**src/core/alu_pkg.sv**
```systemverilog
// constants, types and register map of the accumulator datapath
// assumes a single 100 MHz clock and an AXI4-Lite master in front
package alu_pkg;

  localparam int unsigned ADDR_W      = 8;
  localparam int unsigned DATA_W      = 32;
  localparam int unsigned MEM_DEPTH   = 16;
  localparam int unsigned MEM_IDX_W   = 4;

  // register byte offsets
  localparam logic [7:0] OFS_CTRL     = 8'h00;
  localparam logic [7:0] OFS_WREG     = 8'h04;
  localparam logic [7:0] OFS_FLAGS    = 8'h08;
  localparam logic [1:0] MEM_WIN_SEL  = 2'h1;

  // control register fields
  localparam int unsigned CTRL_OP_LSB   = 0;
  localparam int unsigned CTRL_ADDR_LSB = 8;
  localparam int unsigned CTRL_IMM_LSB  = 16;
  localparam int unsigned CTRL_GO_BIT   = 31;

  // status flag positions
  localparam int unsigned FLAG_C   = 0;
  localparam int unsigned FLAG_AC  = 1;
  localparam int unsigned FLAG_Z   = 2;
  localparam int unsigned FLAG_OV  = 3;
  localparam int unsigned FLAG_SC  = 4;
  localparam int unsigned FLAG_W   = 5;

  // reset values
  localparam logic [7:0] RST_WREG   = 8'h00;
  localparam logic [4:0] RST_FLAGS  = 5'h00;
  localparam logic [7:0] RST_BYTE   = 8'h00;

  // bus responses
  localparam logic [1:0] RESP_OKAY   = 2'h0;
  localparam logic [1:0] RESP_SLVERR = 2'h2;

  typedef enum logic [1:0] {
    OP_ADD_INTO_MEM,
    OP_CONJ_MEM,
    OP_CONJ_IMM,
    OP_CONJ_INTO_MEM
  } alu_op_t;

endpackage : alu_pkg

```
**src/core/alu_if.sv**
```systemverilog
// operand and result bundle between the register file and the alu
// assumes the alu side is purely combinational
interface alu_if;
  import alu_pkg::*;

  alu_op_t         op;
  logic [7:0]      acc;
  logic [7:0]      mem_byte;
  logic [7:0]      imm;
  logic [4:0]      flags_in;
  logic [7:0]      result;
  logic            wr_mem;
  logic            wr_acc;
  logic [4:0]      flags_out;

  modport ctl
  (
    output op, acc, mem_byte, imm, flags_in,
    input  result, wr_mem, wr_acc, flags_out
  );

  modport exec
  (
    input  op, acc, mem_byte, imm, flags_in,
    output result, wr_mem, wr_acc, flags_out
  );
endinterface : alu_if

```
**src/core/acc_datapath.sv**
```systemverilog
// accumulator add / conjunction datapath behind an AXI4-Lite slave
// assumes one AXI4-Lite master on CLK_SYS; registers are one word each
//
// Functional notes
// - add-into-memory forms binary sum of working register and memory byte
// - add-into-memory writes sum to memory, keeps register, sets five flags
// - memory conjunction puts register AND memory byte into register
// - immediate conjunction puts register AND immediate into register
// - register conjunctions update only zero flag
// - conjunction-into-memory writes memory AND register to that memory
module acc_datapath
  import alu_pkg::*;
(
  input  wire logic                CLK_SYS,
  input  wire logic                RSTN,
  input  wire logic [ADDR_W-1:0]   S_AXI_AWADDR,
  input  wire logic                S_AXI_AWVALID,
  output      logic                S_AXI_AWREADY,
  input  wire logic [DATA_W-1:0]   S_AXI_WDATA,
  input  wire logic [3:0]          S_AXI_WSTRB,
  input  wire logic                S_AXI_WVALID,
  output      logic                S_AXI_WREADY,
  output      logic [1:0]          S_AXI_BRESP,
  output      logic                S_AXI_BVALID,
  input  wire logic                S_AXI_BREADY,
  input  wire logic [ADDR_W-1:0]   S_AXI_ARADDR,
  input  wire logic                S_AXI_ARVALID,
  output      logic                S_AXI_ARREADY,
  output      logic [DATA_W-1:0]   S_AXI_RDATA,
  output      logic [1:0]          S_AXI_RRESP,
  output      logic                S_AXI_RVALID,
  input  wire logic                S_AXI_RREADY
);

  typedef struct packed {
    logic                          awready;
    logic                          wready;
    logic                          aw_have;
    logic [ADDR_W-1:0]             awaddr;
    logic                          w_have;
    logic [DATA_W-1:0]             wdata;
    logic [3:0]                    wstrb;
    logic                          bvalid;
    logic [1:0]                    bresp;
    logic                          arready;
    logic                          rvalid;
    logic [DATA_W-1:0]             rdata;
    logic [1:0]                    rresp;
    logic [7:0]                    wreg;
    logic [4:0]                    flags;
    logic [MEM_DEPTH-1:0][7:0]     mem;
    logic                          exec;
    alu_op_t                       op;
    logic [MEM_IDX_W-1:0]          maddr;
    logic [7:0]                    imm;
  } state_t;

  state_t st_ff;
  state_t nxt_st;

  alu_if u_alu_if ();

  alu_exec u_alu_exec
  (
    .port (u_alu_if.exec)
  );

  assign u_alu_if.op       = st_ff.op;
  assign u_alu_if.acc      = st_ff.wreg;
  assign u_alu_if.mem_byte = st_ff.mem[st_ff.maddr];
  assign u_alu_if.imm      = st_ff.imm;
  assign u_alu_if.flags_in = st_ff.flags;

  assign S_AXI_AWREADY = st_ff.awready;
  assign S_AXI_WREADY  = st_ff.wready;
  assign S_AXI_BRESP   = st_ff.bresp;
  assign S_AXI_BVALID  = st_ff.bvalid;
  assign S_AXI_ARREADY = st_ff.arready;
  assign S_AXI_RDATA   = st_ff.rdata;
  assign S_AXI_RRESP   = st_ff.rresp;
  assign S_AXI_RVALID  = st_ff.rvalid;

  always_comb
  begin
    logic [DATA_W-1:0]   ctrl_word;
    logic [ADDR_W-1:0]   ra;
    logic [ADDR_W-1:0]   wa;
    ctrl_word = '0;
    ra        = S_AXI_ARADDR;
    wa        = st_ff.awaddr;
    nxt_st    = st_ff;
    nxt_st.exec = 1'b0;

    ctrl_word[CTRL_OP_LSB +: 2]         = st_ff.op;
    ctrl_word[CTRL_ADDR_LSB +: MEM_IDX_W] = st_ff.maddr;
    ctrl_word[CTRL_IMM_LSB +: 8]        = st_ff.imm;

    // address and data may arrive in either order
    if (st_ff.awready && S_AXI_AWVALID)
    begin
      nxt_st.aw_have = 1'b1;
      nxt_st.awaddr  = S_AXI_AWADDR;
    end
    if (st_ff.wready && S_AXI_WVALID)
    begin
      nxt_st.w_have = 1'b1;
      nxt_st.wdata  = S_AXI_WDATA;
      nxt_st.wstrb  = S_AXI_WSTRB;
    end

    if (st_ff.aw_have && st_ff.w_have && !st_ff.bvalid)
    begin
      nxt_st.aw_have = 1'b0;
      nxt_st.w_have  = 1'b0;
      nxt_st.bvalid  = 1'b1;
      nxt_st.bresp   = RESP_OKAY;
      if (wa == OFS_CTRL)
      begin
        if (st_ff.wstrb[0])
        begin
          nxt_st.op = alu_op_t'(st_ff.wdata[CTRL_OP_LSB +: 2]);
        end
        if (st_ff.wstrb[1])
        begin
          nxt_st.maddr = st_ff.wdata[CTRL_ADDR_LSB +: MEM_IDX_W];
        end
        if (st_ff.wstrb[2])
        begin
          nxt_st.imm = st_ff.wdata[CTRL_IMM_LSB +: 8];
        end
        // launch uses the fields written in the same access
        if (st_ff.wstrb[3] && st_ff.wdata[CTRL_GO_BIT])
        begin
          nxt_st.exec = 1'b1;
        end
      end
      else if (wa == OFS_WREG)
      begin
        if (st_ff.wstrb[0])
        begin
          nxt_st.wreg = st_ff.wdata[7:0];
        end
      end
      else if (wa == OFS_FLAGS)
      begin
        if (st_ff.wstrb[0])
        begin
          nxt_st.flags = st_ff.wdata[FLAG_W-1:0];
        end
      end
      else if (wa[7:6] == MEM_WIN_SEL)
      begin
        if (st_ff.wstrb[0])
        begin
          nxt_st.mem[wa[5:2]] = st_ff.wdata[7:0];
        end
      end
      else
      begin
        nxt_st.bresp = RESP_SLVERR;
      end
    end
    if (st_ff.bvalid && S_AXI_BREADY)
    begin
      nxt_st.bvalid = 1'b0;
    end

    // read channel, data registered one cycle after the address
    if (st_ff.arready && S_AXI_ARVALID)
    begin
      nxt_st.rvalid = 1'b1;
      nxt_st.rresp  = RESP_OKAY;
      nxt_st.rdata  = '0;
      if (ra == OFS_CTRL)
      begin
        nxt_st.rdata = ctrl_word;
      end
      else if (ra == OFS_WREG)
      begin
        nxt_st.rdata[7:0] = st_ff.wreg;
      end
      else if (ra == OFS_FLAGS)
      begin
        nxt_st.rdata[FLAG_W-1:0] = st_ff.flags;
      end
      else if (ra[7:6] == MEM_WIN_SEL)
      begin
        nxt_st.rdata[7:0] = st_ff.mem[ra[5:2]];
      end
      else
      begin
        nxt_st.rresp = RESP_SLVERR;
      end
    end
    if (st_ff.rvalid && S_AXI_RREADY)
    begin
      nxt_st.rvalid = 1'b0;
    end

    // execute falls in the bvalid cycle, so no bus write competes
    if (st_ff.exec)
    begin
      if (u_alu_if.wr_mem)
      begin
        nxt_st.mem[st_ff.maddr] = u_alu_if.result;
      end
      if (u_alu_if.wr_acc)
      begin
        nxt_st.wreg = u_alu_if.result;
      end
      nxt_st.flags = u_alu_if.flags_out;
    end

    nxt_st.awready = !nxt_st.aw_have && !nxt_st.bvalid;
    nxt_st.wready  = !nxt_st.w_have && !nxt_st.bvalid;
    nxt_st.arready = !nxt_st.rvalid;
  end

  always_ff @(posedge CLK_SYS or negedge RSTN)
  begin
    if (!RSTN)
    begin
      st_ff       <= '0;
      st_ff.wreg  <= RST_WREG;
      st_ff.flags <= RST_FLAGS;
      st_ff.op    <= OP_ADD_INTO_MEM;
      st_ff.bresp <= RESP_OKAY;
      st_ff.rresp <= RESP_OKAY;
      st_ff.imm   <= RST_BYTE;
    end
    else
    begin
      st_ff <= nxt_st;
    end
  end

endmodule : acc_datapath

```
**src/core/alu_exec.sv**
```systemverilog
// combinational add / conjunction unit with flag generation
// assumes operands are held stable by the register file
module alu_exec
  import alu_pkg::*;
(
  alu_if.exec port
);

  logic [8:0] sum9;
  logic [4:0] half5;
  logic [7:0] conj;
  logic       ov;

  always_comb
  begin
    sum9  = {1'b0, port.acc} + {1'b0, port.mem_byte};
    half5 = {1'b0, port.acc[3:0]} + {1'b0, port.mem_byte[3:0]};
    ov    = (port.acc[7] == port.mem_byte[7]) && (sum9[7] != port.acc[7]);
    conj  = port.acc & ((port.op == OP_CONJ_IMM) ? port.imm
                                                  : port.mem_byte);
    port.flags_out = port.flags_in;
    port.result    = conj;
    port.wr_mem    = 1'b0;
    port.wr_acc    = 1'b0;
    case (port.op)
      OP_ADD_INTO_MEM:
      begin
        port.result = sum9[7:0];
        port.wr_mem = 1'b1;
        port.flags_out[FLAG_C]  = sum9[8];
        port.flags_out[FLAG_AC] = half5[4];
        port.flags_out[FLAG_Z]  = (sum9[7:0] == 8'h00);
        port.flags_out[FLAG_OV] = ov;
        // true sign of the 9-bit signed result
        port.flags_out[FLAG_SC] = ov ^ sum9[7];
      end
      OP_CONJ_MEM, OP_CONJ_IMM:
      begin
        port.wr_acc = 1'b1;
        port.flags_out[FLAG_Z] = (conj == 8'h00);
      end
      OP_CONJ_INTO_MEM:
      begin
        port.wr_mem = 1'b1;
        port.flags_out[FLAG_Z] = (conj == 8'h00);
      end
      default:
      begin
        port.result = conj;
      end
    endcase
  end

endmodule : alu_exec

```
**config.mk**
```make
export PLATFORM = sky130hd
export DESIGN_NAME = acc_datapath
export DESIGN_NICKNAME = d
export VERILOG_FILES = /design/src/core/alu_pkg.sv /design/src/core/alu_if.sv /design/src/core/acc_datapath.sv /design/src/core/alu_exec.sv
export SDC_FILE = /design/constraint.sdc
export NUM_CORES = 1
export LEC_CHECK = 0
export BUFFER_PORTS_ARGS = -buffer_cell sky130_fd_sc_hd__buf_2
export CAP_MARGIN = 30
export CORE_MARGIN = 1.5
export CORE_UTILIZATION = 50
export CTS_CLUSTER_SIZE = 28
export DETAILED_ROUTE_END_ITERATION = 8
export PLACE_DENSITY = 0.68
export SLEW_MARGIN = 20
export SYNTH_ARGS = -nofsm -noshare
export SYNTH_HDL_FRONTEND = slang
export SYNTH_SLANG_ARGS = --single-unit
```
**constraint.sdc**
```tcl
create_clock -name CLK_SYS -period 6.7 [get_ports CLK_SYS]
set_input_delay 1.34 -clock CLK_SYS [delete_from_list [all_inputs] [get_ports CLK_SYS]]
set_output_delay 1.34 -clock CLK_SYS [all_outputs]
set_load 0.02 [all_outputs]
```
==> load_flow_metrics.sql <==
INSERT INTO impl_metrics (metric_group, metric, value, unit) VALUES
('detailed_routing', 'drt_pass1_iterations', '7', ''),
('grt', 'antenna_found_initial', '1', ''),
('final_layout', 'layout.cells.most_common', 'mux2i_1', ''),
('synth', 'synth-seq-cells', '218', ''),
('synth', 'synth_enable_flop_cells', '0', ''),
('sta', 'timing.setup.tns', '0', 'ns'),
('sta', 'timing.final.hold_violations', '0', ''),
('clock_tree', 'tritoncts', 'done', ''),
('synth', 'netlist_area', '13000', 'um2'),
('min_path', 'worst_hold_path_type', 'flop to flop', ''),
('clock_tree', 'postCtsSetupBuffers', '0', ''),
('synth', 'syn_inst_count', '1154', ''),
('sta', 'finalCritPeriodShare', '71.1', '%'),
('placement', 'detailed_place_hpwl', '24400', 'um'),
('critical_path', 'worst-r2r-setup-slack', '1.93', 'ns'),
('critical_path', 'worstPathMaxFanout', '39', ''),
('clock_tree', 'cts_root_buf', 'clkbuf_16', ''),
('grt', 'overflow', '0', ''),
('final_layout', 'drive_above_1_share', '24.0', '%'),
('critical_path', 'worstSetupEndpointType', 'flop', ''),
('clock_tree', 'postCtsResizedCells', '0', ''),
('floorplanning', 'dieArea', '26900', 'um2'),
('synth', 'synth_area_leaders', 'dfrtp_1 (42%), mux2i_1 (18%), mux4_2 (9.2%)', ''),
('clock_tree', 'cts_hold_buf', '0', ''),
('min_path', 'timing.hold.worst_endpoint', 'S_AXI_RDATA[22]', ''),
('sta', 'count_of_final_setup_violators', '0', ''),
('sta', 'clock_skew', '0.0114', 'ns'),
('clock_tree', 'worst_skew_pair.late_latency', '0.54', 'ns'),
('detailed_routing', 'viasPerCell', '6.15', ''),
('floorplanning', 'io_pins', '100', ''),
('final_layout', 'area.sequential', '5460', 'um2'),
('final_layout', 'final_cell_area', '14200', 'um2'),
('placement', 'buffers_on_ports', '74', ''),
('final_layout', 'syn2layout_area_growth', '9.88', '%'),
('power_and_ir_drop', 'irDropWorstVdd', '0.235', 'mV'),
('clock_tree', 'clock_tree.htree_level_count', '1', ''),
('final_layout', 'finish.utilization', '56.3', '%'),
('critical_path', 'timing.rr.start', 'st_ff[8]', ''),
('grt', 'grt_pass1_wl', '55500', 'um'),
('critical_path', 'cp-start-kind', 'flop', ''),
('floorplanning', 'initial_utilization', '51.2', '%'),
('floorplanning', 'core_area', '25300', 'um2'),
('critical_path', 'reg2reg_depth', '15', ''),
('synth', 'synthesis.area_per_instance', '11.2', 'um2'),
('status', 'status', 'completed', ''),
('sta', 'upper_clock_frequency_limit', '0.210', 'GHz'),
('placement', 'placed_area', '13300', 'um2'),
('detailed_routing', 'drt-initial-drc-count', '948', ''),
('clock_tree', 'clock_tree.buffer_depth', '3', ''),
('sta', 'slew-limit-headroom', '37.2', '%'),
('synth', 'ys_seq_area_share', '42.1', '%'),
('placement', 'gpl.final_weighted_congestion', '0.909', ''),
('detailed_routing', 'wl', '36600', 'um'),
('floorplanning', 'rows', '58', ''),
('synth', 'synth_warnings', '0', ''),
('synth', 'ys_dominant_reg_cell', 'dfrtp_1', ''),
('power_and_ir_drop', 'power.total', '5080', 'uW'),
('min_path', 'hold_start', 'S_AXI_RDATA[22]', ''),
('detailed_routing', 'vias', '9357', ''),
('sta', 'worst_slew_pin_slew', '0.942', 'ns'),
('critical_path', 'timing.setup.critical_path_class', 'flop to flop', ''),
('grt', 'largest_net_degree_at_the_start_of_global_routing', '116', ''),
('clock_tree', 'numCtsBuffers', '25', ''),
('power_and_ir_drop', 'pwr_density_cell', '356', 'nW/um2'),
('final_layout', 'layout.cells.most_common_list', 'mux2i_1 (231), dfrtp_1 (217), nand2_1 (96)', ''),
('critical_path', 'required', '7.08', 'ns'),
('grt', 'globalRouteTotalUtil', '27.8', '%'),
('grt', 'first_global_vias', '9227', ''),
('detailed_routing', 'remaining_drc_errors', '0', ''),
('run', 'maxCapViolations', '0', ''),
('detailed_routing', 'routedWlPerCell', '24.1', 'um');
how the worst max path moves through the flow:
stage / from / endpoint / depth (start not counted)
final: st_ff[8] / st_ff[29] / 15
after global routing: st_ff[8] / st_ff[29] / 15
after CTS: st_ff[8] / st_ff[29] / 15
after detailed placement: st_ff[8] / st_ff[29] / 15
after global placement: st_ff[8] / st_ff[125] / 14
after floorplan: st_ff[8] / st_ff[101] / 17
routing by layer:
layer  up-vias  share of wire [%]  GRT usage (%)  routed length (um)
li1       4170                  -              -                   -
met1      4707                 43           37.9               15700
met2       386                 45           42.7               16600
met3        94                7.9           6.77                2900
met4         0                3.9           11.2                1430
met5         -                  0              0                   0
kinds of logic (layout without fill, tap and decap cells):
kind of cell,after synthesis,after routing,synth area share [%]
mux,348,348,33.0
simple gates,253,253,9.05
flops,218,218,42.1
compound gates,181,181,8.53
buf+inv,136,160,5.77
fa+ha+maj,11,11,1.12
xor+xnor,6,6,0.405
other cells,1,15,0.0289
Yosys cell counts, types with 5 or more instances:
master	instances
and3_1	5
mux2_2	58
buf_4	41
a21oi_1	74
nand4_1	7
nor2_2	13
o21ai_0	40
nor2_1	71
a22oi_1	16
buf_6	5
o21ai_1	10
nand2_1	96
o22ai_1	5
inv_1	16
clkbuf_1	51
mux4_2	53
nand3_1	11
buf_2	18
a22o_1	7
nor2b_1	15
dfrtp_1	218
nor3_1	9
mux2i_1	231
ha_1	10
sequential cells by signal, indices dropped and copies added (netlist names):
signal             cells
u_alu_if.acc           8
u_alu_if.imm           8
S_AXI_RDATA           20
S_AXI_RRESP            1
S_AXI_BRESP            1
S_AXI_AWREADY          1
st_ff                168
S_AXI_WREADY           1
S_AXI_BVALID           1
u_alu_if.op            2
u_alu_if.flags_in      5
S_AXI_ARREADY          1
S_AXI_RVALID           1
power by group:
part / switching (uW) / leakage [uW] / internal [uW] / total [uW]
Combinational: 867 / 0.00290 / 685 / 1550
Sequential: 448 / 0.00294 / 1660 / 2110
Clock: 562 / 0.000420 / 852 / 1410
Total: 1880 / 0.00625 / 3200 / 5080
critical path, stage by stage (launching register included):
cell and delay (ns):
dfrtp_4 0.87, buf_4 0.48, mux2i_1 0.27, a22oi_1 0.15
a21oi_1 0.23, a21oi_1 0.07, ha_1 0.26, fa_1 0.44
a21o_1 0.21, a21o_1 0.19, a21o_1 0.17, a211oi_1 0.21
a21oi_1 0.10, mux2i_2 0.57, buf_6 0.24, mux2i_1 0.10
per-stage QoR:
stage          instances  setup slack [ns]  hold WS [ns]
6_report            1522              1.93         0.470
5_1_grt             1521              1.67         0.497
3_5_place_dp        1472              1.99         0.465
4_1_cts             1518              1.98         0.478
2_1_floorplan       1167              3.13         0.451
3_3_place_gp        1466              1.88         0.459
layout make-up:
class,instances,share of cell area [%]
antenna,1,0.0176
multi-input combinational,813,47.9
sequential,218,38.3
inverter,16,0.422
clock inverter,8,0.676
timing repair buffer,98,4.49
clock buffer,38,5.30
tap,330,2.90
No activity file was read; power rests on OpenSTA's default activity.
